==> src/rtl/ctrl_clk_pkg.sv <==
/*
  Constants, register map and carrier types for the control subsystem
  clock and low-power block. Assumes one APB clock; every other clock is
  a one-cycle tick from outside or from a divider here.
*/
package ctrl_clk_pkg;
  localparam int DIV_W = 8;
  localparam logic [11:0] PLL_CONTROL_OFF = 12'h000;
  localparam logic [11:0] PLL_MULTIPLIER_OFF = 12'h004;
  localparam logic [11:0] PLL_STATE_OFF = 12'h008;
  localparam logic [11:0] SYSTEM_DIVIDER_OFF = 12'h00C;
  localparam logic [11:0] PLL_REQ_OFF = 12'h010;
  localparam logic [11:0] GATE0_OFF = 12'h014;
  localparam logic [11:0] GATE1_OFF = 12'h018;
  localparam logic [11:0] GATE3_OFF = 12'h01C;
  localparam logic [11:0] T2SEL_OFF = 12'h020;
  localparam logic [11:0] LSP_OFF = 12'h024;
  localparam logic [11:0] ACLK_OFF = 12'h028;
  localparam logic [11:0] HS_OFF = 12'h02C;
  localparam logic [11:0] STATUS_OFF = 12'h030;
  localparam logic [11:0] WAKESEL_OFF = 12'h034;
  localparam logic [11:0] NMICTL_OFF = 12'h038;
  localparam int PLL_REGS = 4;
  localparam int LPM_LSB = 0;
  localparam int QUAL_LSB = 2;
  localparam int GATE_LSB = 8;
  localparam int GATES = 24;
  localparam int T2_DIV_LSB = 2;
  localparam int BYPASS_BIT = 0;
  localparam logic [1:0] LPM_IDLE = 2'h0;
  localparam logic [1:0] LPM_STANDBY = 2'h1;
  localparam logic [1:0] T2_PERIPH = 2'h0;
  localparam logic [1:0] T2_CRYSTAL = 2'h1;
  localparam logic [1:0] T2_OSC = 2'h2;
  localparam logic [5:0] QUAL_BASE = 6'h02;
  localparam logic [7:0] MISS_LIMIT = 8'h08;
  localparam logic [31:0] GATE0_RST = 32'h00000000;
  localparam logic [31:0] ACLK_RST = 32'h00000000;
  localparam logic [31:0] LSP_RST = 32'h00000002;
  localparam logic [31:0] SYSDIV_RST = 32'h00000000;
  localparam int WAKE_PINS = 62;

  typedef enum logic [1:0] {
    MODE_NORMAL = 2'h0,
    MODE_IDLE = 2'h1,
    MODE_STANDBY = 2'h3
  } lp_mode_t;

  typedef struct packed {
    logic pll_tick;
    logic crystal_tick;
    logic osc_tick;
    logic master_tick;
  } src_ticks_t;

  typedef struct packed {
    logic core;
    logic periph;
    logic input_clk;
    logic pll_system;
    logic timer2;
    logic low_speed;
    logic analog;
    logic shared_res;
    logic ext_port;
  } clk_en_t;
endpackage

==> src/rtl/ctrl_subsystem_clock_lpm.sv <==
/*
  Control subsystem clocking, low-power modes, analog clock, shared clocks
  and missing-clock handling, with an APB register slave.
  Assumes all inputs synchronous to pclk and source clocks given as ticks.
*/
// Behaviour
// - Four PLL registers: master writes, control reads; request registers move write ownership.
// - Each peripheral clock enable is gated by its own gating register bit.
// - Core clock and peripheral clock are produced as two separate enables.
// - Normal runs both clocks, IDLE only peripheral, STANDBY none and ignores gating.
// - Timer 2 tick is a divided source chosen among peripheral, crystal, internal oscillator.
// - Programmable prescaler yields the low-speed serial peripheral clock.
// - Idle instruction strobe plus low-power select field picks IDLE or STANDBY.
// - IDLE stops core clock, keeps peripheral clock; enabled interrupt or NMI ends it.
// - Leaving IDLE restores core clock, raises wake interrupt if enabled, resumes in the same cycle.
// - STANDBY stops input, core and peripheral clocks.
// - STANDBY ends on selected one of 62 wake pins or INTERPROCESSOR_COMM interrupt 2.
// - Selected wake pin is qualified by the bits [7:2] value plus two samples before use.
// - Leaving STANDBY restores all clocks, raises wake interrupt if enabled, resumes.
// - Analog clock is system clock divided by control-only divider field.
// - Either analog subsystem reset returns analog clock control to default.
// - Analog clock stops while master is in deep sleep.
// - Shared resources run on system clock; external port on master clock.
// - System clock is PLL or crystal over divider; internal oscillator on failure.
// - Only main clock is watched; the watcher counts internal oscillator ticks.
// - Clock-fail goes at once to NMI units, PWM and system clock mux.
// - Clock-fail raises NMI and starts watchdog; overflow resets unless disabled.
module ctrl_subsystem_clock_lpm #(
  parameter logic [19:0] NMI_WD_LIMIT = 20'hFFFFF
) (
  input wire logic pclk,
  input wire logic presetn,
  input wire logic psel,
  input wire logic penable,
  input wire logic pwrite,
  input wire logic [11:0] paddr,
  input wire logic [31:0] pwdata,
  output logic [31:0] prdata,
  output logic pready,
  output logic pslverr,
  input wire ctrl_clk_pkg::src_ticks_t ticks,
  input wire logic master_pll_wr,
  input wire logic [1:0] master_pll_idx,
  input wire logic [31:0] master_pll_wdata,
  input wire logic master_pll_write_request,
  output logic [31:0] pll_control,
  output logic [31:0] pll_multiplier,
  output logic [31:0] pll_state,
  output logic [31:0] system_divider,
  output logic ctrl_owns_pll,
  input wire logic idle_status,
  input wire logic irq_pending,
  input wire logic nmi_in,
  input wire logic [ctrl_clk_pkg::WAKE_PINS-1:0] wake_pins,
  input wire logic ipc_wake_irq,
  input wire logic master_deep_sleep,
  input wire logic analog_bus_reset,
  input wire logic analog_soft_reset,
  output ctrl_clk_pkg::clk_en_t clk_en,
  output logic [ctrl_clk_pkg::GATES-1:0] periph_clk_en,
  output ctrl_clk_pkg::lp_mode_t mode,
  output logic wake_irq,
  output logic resume,
  output logic lowpower_handshake_status,
  output logic clock_fail_a,
  output logic ctrl_nmi,
  output logic device_reset_req
);
  typedef struct packed {
    ctrl_clk_pkg::lp_mode_t mode;
    logic [ctrl_clk_pkg::PLL_REGS-1:0][31:0] pll;
    logic owns;
    logic [31:0] gate0;
    logic [31:0] gate1;
    logic [31:0] gate3;
    logic [31:0] t2sel;
    logic [31:0] lsp;
    logic [31:0] aclk;
    logic hs;
    logic [5:0] wake_sel;
    logic [1:0] nmictl;
    logic [ctrl_clk_pkg::DIV_W-1:0] sys_cnt;
    logic [ctrl_clk_pkg::DIV_W-1:0] t2_cnt;
    logic [ctrl_clk_pkg::DIV_W-1:0] lsp_cnt;
    logic [ctrl_clk_pkg::DIV_W-1:0] a_cnt;
    logic [7:0] miss_cnt;
    logic fail;
    logic [6:0] qual_cnt;
    logic [19:0] wd_cnt;
    logic rst_req;
    logic wake;
    logic resume;
  } state_t;

  localparam int DW = ctrl_clk_pkg::DIV_W;

  state_t r;
  state_t next_r;

  // Divider count step: wraps to zero on the terminal count
  function automatic logic [DW-1:0] div_next(input logic [DW-1:0] cnt, input logic [DW-1:0] lim,
                                             input logic tick);
    if (!tick) begin
      div_next = cnt;
    end else if (cnt >= lim) begin
      div_next = '0;
    end else begin
      div_next = cnt + 1'b1;
    end
  endfunction

  function automatic logic div_hit(input logic [DW-1:0] cnt, input logic [DW-1:0] lim, input logic tick);
    div_hit = tick && (cnt >= lim);
  endfunction

  logic setup_wr;
  logic acc_wr;
  logic ok_addr;
  logic pll_addr;
  logic [1:0] pll_idx;
  logic ctrl_pll_denied;
  logic sys_src;
  logic sys_tick;
  logic periph_run;
  logic core_run;
  logic periph_tick;
  logic t2_src;
  logic wake_pin;
  logic wake_qualified;
  logic [1:0] lpm_sel;
  logic [6:0] qual_need;
  logic [DW-1:0] sys_div;
  logic [DW-1:0] t2_div;
  logic [DW-1:0] lsp_div;
  logic [DW-1:0] aclk_div;
  logic idle_exit;
  logic standby_exit;

  assign setup_wr = psel && penable && pwrite;
  assign acc_wr = setup_wr;
  assign pll_addr = (paddr[11:4] == 8'h00) && (paddr[1:0] == 2'h0);
  assign pll_idx = paddr[3:2];
  assign ctrl_pll_denied = pll_addr && !r.owns;

  // Divider limits; every divider divides by its field plus one
  assign sys_div = r.pll[3][DW-1:0];
  assign t2_div = r.t2sel[ctrl_clk_pkg::T2_DIV_LSB +: DW];
  assign lsp_div = r.lsp[DW-1:0];
  assign aclk_div = r.aclk[DW-1:0];
  // Seven bits, so the widest qualification field cannot wrap to a short count
  assign qual_need = 7'(r.gate0[ctrl_clk_pkg::QUAL_LSB +: 6]) + 7'(ctrl_clk_pkg::QUAL_BASE);
  // Clock fail also ends IDLE so the NMI handler gets a running core
  assign idle_exit = irq_pending || nmi_in || r.fail;
  assign standby_exit = wake_qualified || ipc_wake_irq;

  always_comb begin
    unique case (paddr)
      ctrl_clk_pkg::PLL_CONTROL_OFF, ctrl_clk_pkg::PLL_MULTIPLIER_OFF, ctrl_clk_pkg::PLL_STATE_OFF,
      ctrl_clk_pkg::SYSTEM_DIVIDER_OFF, ctrl_clk_pkg::PLL_REQ_OFF, ctrl_clk_pkg::GATE0_OFF,
      ctrl_clk_pkg::GATE1_OFF, ctrl_clk_pkg::GATE3_OFF, ctrl_clk_pkg::T2SEL_OFF, ctrl_clk_pkg::LSP_OFF,
      ctrl_clk_pkg::ACLK_OFF, ctrl_clk_pkg::HS_OFF, ctrl_clk_pkg::STATUS_OFF, ctrl_clk_pkg::WAKESEL_OFF,
      ctrl_clk_pkg::NMICTL_OFF: ok_addr = 1'b1;
      default: ok_addr = 1'b0;
    endcase
  end

  // Zero-wait slave; denied PLL writes and holes answer with an error
  assign pready = 1'b1;
  assign pslverr = psel && penable && (!ok_addr || (pwrite && ctrl_pll_denied));

  always_comb begin
    prdata = 32'h00000000;
    if (psel && !pwrite) begin
      unique case (paddr)
        ctrl_clk_pkg::PLL_CONTROL_OFF, ctrl_clk_pkg::PLL_MULTIPLIER_OFF, ctrl_clk_pkg::PLL_STATE_OFF,
        ctrl_clk_pkg::SYSTEM_DIVIDER_OFF: prdata = r.pll[pll_idx];
        ctrl_clk_pkg::PLL_REQ_OFF: prdata = {31'h0, r.owns};
        ctrl_clk_pkg::GATE0_OFF: prdata = r.gate0;
        ctrl_clk_pkg::GATE1_OFF: prdata = r.gate1;
        ctrl_clk_pkg::GATE3_OFF: prdata = r.gate3;
        ctrl_clk_pkg::T2SEL_OFF: prdata = r.t2sel;
        ctrl_clk_pkg::LSP_OFF: prdata = r.lsp;
        ctrl_clk_pkg::ACLK_OFF: prdata = r.aclk;
        ctrl_clk_pkg::HS_OFF: prdata = {31'h0, r.hs};
        ctrl_clk_pkg::STATUS_OFF: prdata = {26'h0, r.rst_req, r.fail, r.owns, 1'b0, r.mode};
        ctrl_clk_pkg::WAKESEL_OFF: prdata = {26'h0, r.wake_sel};
        ctrl_clk_pkg::NMICTL_OFF: prdata = {30'h0, r.nmictl};
        default: prdata = 32'h00000000;
      endcase
    end
  end

  // System clock source: oscillator takes over once the main clock is lost
  always_comb begin
    if (r.fail) begin
      sys_src = ticks.osc_tick;
    end else if (!r.pll[0][ctrl_clk_pkg::BYPASS_BIT]) begin
      sys_src = ticks.crystal_tick;
    end else begin
      sys_src = ticks.pll_tick;
    end
  end

  // Deep sleep removes the input clock to the control side except timer 2 on crystal or oscillator and the master-clocked external port
  assign sys_tick = div_hit(r.sys_cnt, sys_div, sys_src) && !master_deep_sleep;
  assign periph_run = (r.mode != ctrl_clk_pkg::MODE_STANDBY);
  assign core_run = (r.mode == ctrl_clk_pkg::MODE_NORMAL);
  assign periph_tick = sys_tick && periph_run;

  always_comb begin
    unique case (r.t2sel[1:0])
      ctrl_clk_pkg::T2_CRYSTAL: t2_src = ticks.crystal_tick && periph_run;
      ctrl_clk_pkg::T2_OSC: t2_src = ticks.osc_tick && periph_run;
      default: t2_src = periph_tick;
    endcase
  end

  assign wake_pin = wake_pins[r.wake_sel];
  assign wake_qualified = (r.qual_cnt >= qual_need);
  assign lpm_sel = r.gate0[ctrl_clk_pkg::LPM_LSB +: 2];

  always_comb begin
    clk_en = '0;
    clk_en.input_clk = sys_tick && periph_run;
    clk_en.pll_system = sys_tick;
    clk_en.core = sys_tick && core_run;
    clk_en.periph = periph_tick;
    clk_en.timer2 = div_hit(r.t2_cnt, t2_div, t2_src);
    clk_en.low_speed = div_hit(r.lsp_cnt, lsp_div, periph_tick);
    clk_en.analog = div_hit(r.a_cnt, aclk_div, sys_tick) && !master_deep_sleep;
    clk_en.shared_res = sys_tick;
    clk_en.ext_port = ticks.master_tick;
  end

  // Gating applies only while the peripheral clock runs at all
  assign periph_clk_en = {ctrl_clk_pkg::GATES{periph_tick}} & r.gate0[31:ctrl_clk_pkg::GATE_LSB];

  always_comb begin
    next_r = r;
    next_r.wake = 1'b0;
    next_r.resume = 1'b0;

    // Master side writes while it holds ownership
    if (master_pll_wr && !r.owns) begin
      next_r.pll[master_pll_idx] = master_pll_wdata;
    end
    if (master_pll_write_request) begin
      next_r.owns = 1'b0;
    end

    if (acc_wr) begin
      unique case (paddr)
        ctrl_clk_pkg::PLL_CONTROL_OFF, ctrl_clk_pkg::PLL_MULTIPLIER_OFF, ctrl_clk_pkg::PLL_STATE_OFF,
        ctrl_clk_pkg::SYSTEM_DIVIDER_OFF: begin
          if (r.owns) begin
            next_r.pll[pll_idx] = pwdata;
          end
        end
        // Set wins over a master reclaim in the same cycle
        ctrl_clk_pkg::PLL_REQ_OFF: begin
          if (pwdata[0]) begin
            next_r.owns = 1'b1;
          end
        end
        ctrl_clk_pkg::GATE0_OFF: next_r.gate0 = pwdata;
        ctrl_clk_pkg::GATE1_OFF: next_r.gate1 = pwdata;
        ctrl_clk_pkg::GATE3_OFF: next_r.gate3 = pwdata;
        ctrl_clk_pkg::T2SEL_OFF: next_r.t2sel = pwdata;
        ctrl_clk_pkg::LSP_OFF: next_r.lsp = pwdata;
        ctrl_clk_pkg::ACLK_OFF: next_r.aclk = pwdata;
        ctrl_clk_pkg::HS_OFF: next_r.hs = pwdata[0];
        ctrl_clk_pkg::WAKESEL_OFF: begin
          if (pwdata[5:0] < 6'(ctrl_clk_pkg::WAKE_PINS)) begin
            next_r.wake_sel = pwdata[5:0];
          end
        end
        ctrl_clk_pkg::NMICTL_OFF: next_r.nmictl = pwdata[1:0];
        default: next_r.gate1 = r.gate1;
      endcase
    end

    // Analog resets override any software value
    if (analog_bus_reset || analog_soft_reset) begin
      next_r.aclk = ctrl_clk_pkg::ACLK_RST;
      next_r.a_cnt = '0;
    end else begin
      next_r.a_cnt = div_next(r.a_cnt, aclk_div, sys_tick && !master_deep_sleep);
    end

    next_r.sys_cnt = div_next(r.sys_cnt, sys_div, sys_src && !master_deep_sleep);
    next_r.t2_cnt = div_next(r.t2_cnt, t2_div, t2_src);
    next_r.lsp_cnt = div_next(r.lsp_cnt, lsp_div, periph_tick);

    // Watcher lives on oscillator ticks so it survives a dead crystal
    if (ticks.crystal_tick) begin
      next_r.miss_cnt = '0;
    end else if (ticks.osc_tick && !r.fail) begin
      next_r.miss_cnt = r.miss_cnt + 8'h01;
    end
    if (r.miss_cnt >= ctrl_clk_pkg::MISS_LIMIT) begin
      next_r.fail = 1'b1;
    end

    // Watchdog runs from the fail until software disables it
    if (r.fail && !r.nmictl[0] && !r.rst_req) begin
      if (r.wd_cnt >= NMI_WD_LIMIT) begin
        next_r.rst_req = 1'b1;
      end else begin
        next_r.wd_cnt = r.wd_cnt + 20'h00001;
      end
    end

    // Qualifier samples on oscillator ticks; standby has no peripheral clock
    if (!wake_pin) begin
      next_r.qual_cnt = '0;
    end else if (ticks.osc_tick && r.qual_cnt != 7'h7F) begin
      next_r.qual_cnt = r.qual_cnt + 7'h01;
    end

    unique case (r.mode)
      ctrl_clk_pkg::MODE_NORMAL: begin
        if (idle_status) begin
          if (lpm_sel == ctrl_clk_pkg::LPM_STANDBY) begin
            next_r.mode = ctrl_clk_pkg::MODE_STANDBY;
          end else begin
            next_r.mode = ctrl_clk_pkg::MODE_IDLE;
          end
        end
      end
      ctrl_clk_pkg::MODE_IDLE: begin
        if (idle_exit) begin
          next_r.mode = ctrl_clk_pkg::MODE_NORMAL;
          next_r.wake = r.gate1[0];
          next_r.resume = 1'b1;
        end
      end
      ctrl_clk_pkg::MODE_STANDBY: begin
        if (standby_exit) begin
          next_r.mode = ctrl_clk_pkg::MODE_NORMAL;
          next_r.wake = r.gate1[0];
          next_r.resume = 1'b1;
        end
      end
      default: next_r.mode = ctrl_clk_pkg::MODE_NORMAL;
    endcase
  end

  always_ff @(posedge pclk or negedge presetn) begin
    if (!presetn) begin
      r <= '0;
      r.mode <= ctrl_clk_pkg::MODE_NORMAL;
      r.pll[3] <= ctrl_clk_pkg::SYSDIV_RST;
      r.gate0 <= ctrl_clk_pkg::GATE0_RST;
      r.lsp <= ctrl_clk_pkg::LSP_RST;
      r.aclk <= ctrl_clk_pkg::ACLK_RST;
    end else begin
      r <= next_r;
    end
  end

  assign pll_control = r.pll[0];
  assign pll_multiplier = r.pll[1];
  assign pll_state = r.pll[2];
  assign system_divider = r.pll[3];
  assign ctrl_owns_pll = r.owns;
  assign mode = r.mode;
  assign wake_irq = r.wake;
  assign resume = r.resume;
  assign lowpower_handshake_status = r.hs;
  assign clock_fail_a = r.fail;
  assign ctrl_nmi = r.fail;
  assign device_reset_req = r.rst_req;
endmodule

==> config.mk <==
export PLATFORM = sky130hd
export DESIGN_NAME = ctrl_subsystem_clock_lpm
export DESIGN_NICKNAME = d
export VERILOG_FILES = /design/src/rtl/ctrl_clk_pkg.sv /design/src/rtl/ctrl_subsystem_clock_lpm.sv
export SDC_FILE = /design/constraint.sdc
export NUM_CORES = 1
export LEC_CHECK = 0
export BUFFER_PORTS_ARGS = -buffer_cell sky130_fd_sc_hd__buf_2
export CORE_ASPECT_RATIO = 2
export CORE_MARGIN = 1
export CORE_UTILIZATION = 60
export DETAILED_ROUTE_END_ITERATION = 6
export GPL_TIMING_DRIVEN = 0
export PLACE_DENSITY = 0.86
export SKIP_LAST_GASP = 1
export SYNTH_ARGS = -nofsm -noshare
export SYNTH_HDL_FRONTEND = slang
export SYNTH_SLANG_ARGS = --single-unit
export TNS_END_PERCENT = 30
==> constraint.sdc <==
create_clock -name pclk -period 5.1 [get_ports pclk]
set_clock_uncertainty 0.15 [all_clocks]
set_input_delay 0.51 -clock pclk [delete_from_list [all_inputs] [get_ports pclk]]
set_output_delay 0.51 -clock pclk [all_outputs]
set_load 0.01 [all_outputs]
Yosys cells after proc, flatten, opt, wreduce, memory -nomap -nowiden
Memories as Yosys holds them, arrays and structs flattened.
Index checks and enable logic that the tools add are counted.
{"block": "totals", "reg_bits": 403, "rom_bits": 64, "inputBits": 158, "output_inout_bits": 204, "word_cells": 187, "n_memories": 1}
{"block": "classes", "add_sub_neg": 8, "magnitude_cmp": 13, "n_eq_ne": 25, "muxes": 52, "bitwise": 2, "reduce_logical": 60}
{"memory": "(no name shown)", "words": 64, "word_bits": 1, "rd": 1, "rd_clocked_by_memory_dff": 0, "write_ports": 0, "line": "ctrl_subsystem_clock_lpm.sv:157", "source": "unique case (paddr)"}
{"operator": "$mux 128", "count": 3}
{"operator": "$pmux 32 s12", "count": 1}
{"operator": "$mux 32", "count": 11}
{"operator": "$mux 330", "count": 1}
{"operator": "$bwmux 128", "count": 2}
{"operator": "$demux 32 s2", "count": 2}
{"operator": "$eq 12x6->1 const B", "count": 7}
{"operator": "$bmux 32 s2", "count": 1}
{"operator": "$mux 8", "count": 8}
{"operator": "$eq 12x5->1 const B", "count": 4}
{"operator": "$add 8x1->8 const B", "count": 5}
{"operator": "$ge 8x8->1", "count": 4}
{"operator": "$logic_and 1x1->1", "count": 26}
{"operator": "$and 24x24->24", "count": 1}
{"operator": "$eq 12x4->1 const B", "count": 2}
{"operator": "$add 20x1->20 const B", "count": 1}
{"operator": "$ge 20x20->1 const B", "count": 1}
{"operator": "$reduce_and 2->1", "count": 10}
{"operator": "$mux 2", "count": 7}
{"operator": "$mux 7", "count": 2}
{"operator": "$eq 12x3->1 const B", "count": 1}
{"operator": "$logic_not 12->1", "count": 1}
{"operator": "$mux 6", "count": 2}
{"operator": "$ge 8x4->1 const B", "count": 1}
{"operator": "other kinds (26)", "count": 56}

Longest topological paths before layout
{"block": "logic_depth", "ltp_word": 11, "ltp_mapped": 11, "depth_no_buf": 9}

Worst setup path after synthesis
Ideal clock, no wire load.
{"block": "synth_timing", "path_kind": "reg-to-output", "startpoint": "register r[63] in the netlist's numbering", "endpoint": "output port periph_clk_en[10] in the netlist's numbering", "arrival_time_ns": 2.141, "t_required_ns": 4.440, "setup_slack_ns": 2.299, "path_stages_with_launch": 11, "n_path_buf": 2, "cell_sequence": "dfrtp_1 > inv_1 > ha_1 > nand2b_1 > a2111o_1 > a21oi_2 > or3_1 > buf_2 > inv_1 > clkbuf_1 > and2_1"}
{"block": "synth_via", "elab_chain_cells": 5}
{"item": "start, declared", "line": "ctrl_subsystem_clock_lpm.sv:97", "source": "state_t r;"}
{"item": "start signal, assigned", "line": "ctrl_subsystem_clock_lpm.sv:357", "source": "r <= next_r;"}
{"item": "$ge 8x8->1", "line": "ctrl_subsystem_clock_lpm.sv:113", "source": "div_hit = tick && (cnt >= lim);"}
{"item": "$logic_and 1x1->1", "line": "ctrl_subsystem_clock_lpm.sv:113"}
{"item": "$logic_and 1x1->1", "line": "ctrl_subsystem_clock_lpm.sv:205", "source": "assign sys_tick = div_hit(r.sys_cnt, sys_div, sys_src) && !master_deep_sleep;"}
{"item": "$logic_and 1x1->1", "line": "ctrl_subsystem_clock_lpm.sv:208", "source": "assign periph_tick = sys_tick && periph_run;"}
{"item": "$and 24x24->24", "line": "ctrl_subsystem_clock_lpm.sv:236", "source": "assign periph_clk_en = {ctrl_clk_pkg::GATES{periph_tick}} & r.gate0[31:ctrl_clk_pkg::GATE_LSB];"}
{"item": "end, declared", "line": "ctrl_subsystem_clock_lpm.sv:60", "source": "output logic [ctrl_clk_pkg::GATES-1:0] periph_clk_en,"}
Every way passes these cells.

Worst setup path in the final report
{"block": "layout_timing", "startpoint": "input port paddr[3]", "endpoint": "output port prdata[4]"}
{"block": "layout_via", "elab_chain_cells": 4, "elab_cells_between_ends": 20, "cone_classes": "eq/ne: 14; mux: 4; reduce/logical: 2"}
{"item": "start, declared", "line": "ctrl_subsystem_clock_lpm.sv:36", "source": "input wire logic [11:0] paddr,"}
{"item": "$eq 12x3->1, or another cell as far along", "line": "ctrl_subsystem_clock_lpm.sv:174", "source": "unique case (paddr)"}
{"item": "$reduce_or 4->1 / $mux 32 (equally long branches)", "line": "ctrl_subsystem_clock_lpm.sv:174, ctrl_subsystem_clock_lpm.sv:176"}
{"item": "$pmux 32 s12 *", "line": "ctrl_subsystem_clock_lpm.sv:174"}
{"item": "$mux 32 *", "line": "ctrl_subsystem_clock_lpm.sv:173", "source": "if (psel && !pwrite) begin"}
{"item": "end, declared", "line": "ctrl_subsystem_clock_lpm.sv:38", "source": "output logic [31:0] prdata,"}
Mark *: on every way between the ends. The rest lies on a longest branch, timed or not. The select of a mux whose other input is x is not followed.

==> impl_metrics.yaml <==
grt:
  grt_antenna_before_repair: 2
  grt_pass1_wl_um: 117000
  grt_util_all_layers: 0.414
  grt_max_degree: 112
  grt_overflow: 0
  grt_pass1_vias: 19900
setup_path:
  slowest_delay_ps: 950
  crit_required_ps: 4440
  worstPathArrival_ps: 3780
  worst-setup-path-type: "primary input to primary output"
  crit_path_frequent_cell: "buf_2"
  reg2reg_depth: 4
  worstSetupEndpointType: "primary output"
  crit_slowest_cell: "buf_1"
  r2r_end: "pll_control[2]"
  crit_chain: "buf_2 -> buf_2 -> buf_1 -> mux4_2 -> a222oi_1 -> a31oi_1 -> buf_2"
  rr_startpoint: "ctrl_owns_pll"
  reg2reg_slack_ps: 1800
  startpoint_type: "primary input"
  crit_path_max_fanout: 10
layout:
  seq_area_mm2: 0.0101
  area_growth_pct: 16.1
  multi_input_area_mm2: 0.0103
  layout_commonest_cell: "dfrtp_1"
  stdcell_area_mm2: 0.0259
  fin_nets: 2638
  layout-drive-gt1-share: 0.337
  final_cell_mix: "dfrtp_1 (402), buf_2 (382), nand2_1 (203)"
  nFillCells: 2588
cts:
  cts_buffers: 36
  clk_latency_ps: 560
  clock-sinks: 403
  ctsHtreeMaxLevel: 2
  cts_tree: "built"
  clockBufferDepth: 3
  clk_pin_slew_ps: 60
  cts_setup_buffers: 0
  cts_root_buf: "clkbuf_16"
drt:
  wire_per_inst_um: 27.0
  wl_um: 78800
  drt_iter0_drc: 1809
  via_count: 19400
  drcViolationCount: 126
  ant_nets: 0
  first_pass_iters: 7
  vias_per_cell: 6.65
synthesis:
  syn-cell-area_mm2: 0.0223
  ys.flop_type: "dfrtp_1"
  synth_cells: 2058
  synth_top_area_cell: "dfrtp_1"
  synth_edf_count: 0
  synth_cell_types: 81
  syn_nets: 2265
  async_flop_share: 1.00
  syn_area_per_cell_um2: 10.8
  synth.yosys.seq_area_share: 0.452
  synth.top_cells.by_area: "dfrtp_1 (45%), mux2_2 (8.2%), mux2i_1 (6.0%), buf_4 (4.9%), mux4_2 (4.7%)"
  synth_top_area_share: 0.451
  ys_ff_latch: 403
  yosys_warnings: 0
die:
  coreArea_mm2: 0.0365
  start_util: 0.611
  dieWidth_um: 138
  rows: 99
  ioPinCount: 362
  die_y_um: 275
  dieArea_mm2: 0.0380
power:
  p_leak_uw: 0.0124
  p_per_area_mw_per_mm2: 325
  fin_total_pwr_uw: 8420
  vdd_drop_max_uv: 263
timing:
  post-route-period-util: 0.871
  setup_tns_ps: 0
  hold_violations: 1
  setup_viol: 0
  holdWs_ps: -8.52
  setup_slack_ps: 658
  rsz0062_at_grt: "false"
  fin_crit_ps: 4440
  fmax_mhz: 225
  slew_violations: 0
  worst_pin_slew_ps: 1290
  maxSlewHeadroom: 0.137
worst_hold_path:
  hp-start: "master_pll_write_request"
  hold_class: "primary input to flop"
  min_to: "ctrl_owns_pll"
  hold-path-cell-count: 2
status:
  status: "finished, violations left"
  violations: "design-rule violations, negative hold slack"
run:
  cap_violations: 0
placement:
  routabilityCongestion: 0.977
  dpl_cell_area_mm2: 0.0246
  dpl.hpwl_um: 56900
  dp_slack_ps: 1010
  port_buffers: 331
power breakdown:
| group | leakage [uW] | switching [uW] | total (uW) | internal [uW] |
|---|---|---|---|---|
| clock network | 0.000614 | 1290 | 3030 | 1740 |
| registers | 0.00523 | 313 | 3780 | 3470 |
| logic | 0.00653 | 813 | 1600 | 789 |
cell type report:
type                    instances  area share
flip-flops and latches        403       0.389
well taps                     454      0.0219
clock buffers                  53      0.0404
plain buffers                 289      0.0658
repair buffers                335      0.0679
diodes                          3    0.000290
clock inverters                11     0.00845
multi-input cells            1310       0.398
inverters                      56     0.00811
metrics by stage:
step,utilization,hold WS (ps),cells
finish,0.709,-8.52,2914
global route,0.709,7.09,2913
CTS,0.709,4.59,2911
detailed placement,0.674,306,2846
global placement,0.672,301,2843
floorplan,-,64.4,2058
layer usage:
layer  track usage  wire length [um]  share of wire
met4         0.416              8620           0.11
met5             0                 0              0
met3        0.0844              6750          0.086
met2         0.704             39000           0.49
met1         0.420             24400           0.31
synth_stat cells (4+ instances only):
cell and count:
dfrtp_1 402, nand2_1 203, o21ai_0 163, mux2_2 162, buf_4 147, mux2i_1 133
clkbuf_1 76, a22oi_1 56, inv_1 56, a22o_1 52, buf_2 52, ha_1 49
nor2_1 48, mux4_2 47, nand3_1 41, a21oi_1 36, and2_1 33, a222oi_1 28
a31oi_1 26, nand2b_1 21, xor2_1 20, and3_1 18, xnor2_1 18, nor3_1 16
nand4_1 14, buf_1 11, nor2b_1 11, o21ai_1 9, o22ai_1 7, o2bb2ai_1 7
a21o_1 6, nor4_1 5, or2_2 5, a32oi_1 4, and4_1 4, nor3_4 4
worst max path at each step:
stage          cells after the start              start  slack, ps            endpoint
6_report                           7           paddr[3]        660           prdata[4]
5_1_grt                           11  system_divider[5]        710    periph_clk_en[8]
4_1_cts                           11  system_divider[7]        890    periph_clk_en[8]
3_5_place_dp                       8           paddr[2]       1010           prdata[8]
3_3_place_gp                       1            presetn      -4250  system_divider[16]
2_1_floorplan                     10              r[63]       2300   periph_clk_en[10]
flip-flops by register name, indices dropped and copies added, names as in the netlist, 2 cells and up:
| name | cells |
|---|---|
| pll_control | 32 |
| lsp_div | 8 |
| aclk_div | 8 |
| system_divider | 32 |
| pll_state | 32 |
| r | 249 |
| pll_multiplier | 32 |
| mode | 2 |
| lpm_sel | 2 |
worst max-delay path: cells and delay by family:
kind | cells | cell delay (ps)
AO/OA/AOI/OAI | 2 | 1030
buffers and inverters | 4 | 1750
multiplexers | 1 | 480
logic make-up (layout without fill, tap and decap cells):
family / count (synthesis) / after routing / share of synthesized area
other: 1 / 4 / 0.000168
buffers and inverters: 345 / 744 / 0.0858
AND/OR/NAND/NOR: 452 / 452 / 0.102
flip-flops: 403 / 403 / 0.452
AO/OA/AOI/OAI: 426 / 426 / 0.128
multiplexers: 344 / 344 / 0.190
XOR/XNOR: 38 / 38 / 0.0149
adder cells (fa/ha/maj): 49 / 49 / 0.0275
repair_timing:
action	CTS	global route
endpoints found under the setup margin	0	0
resized for setup	0	0
endpoints found under the hold margin	80	0
hold buffers	1	0
Power figures use the tool's default switching activity.
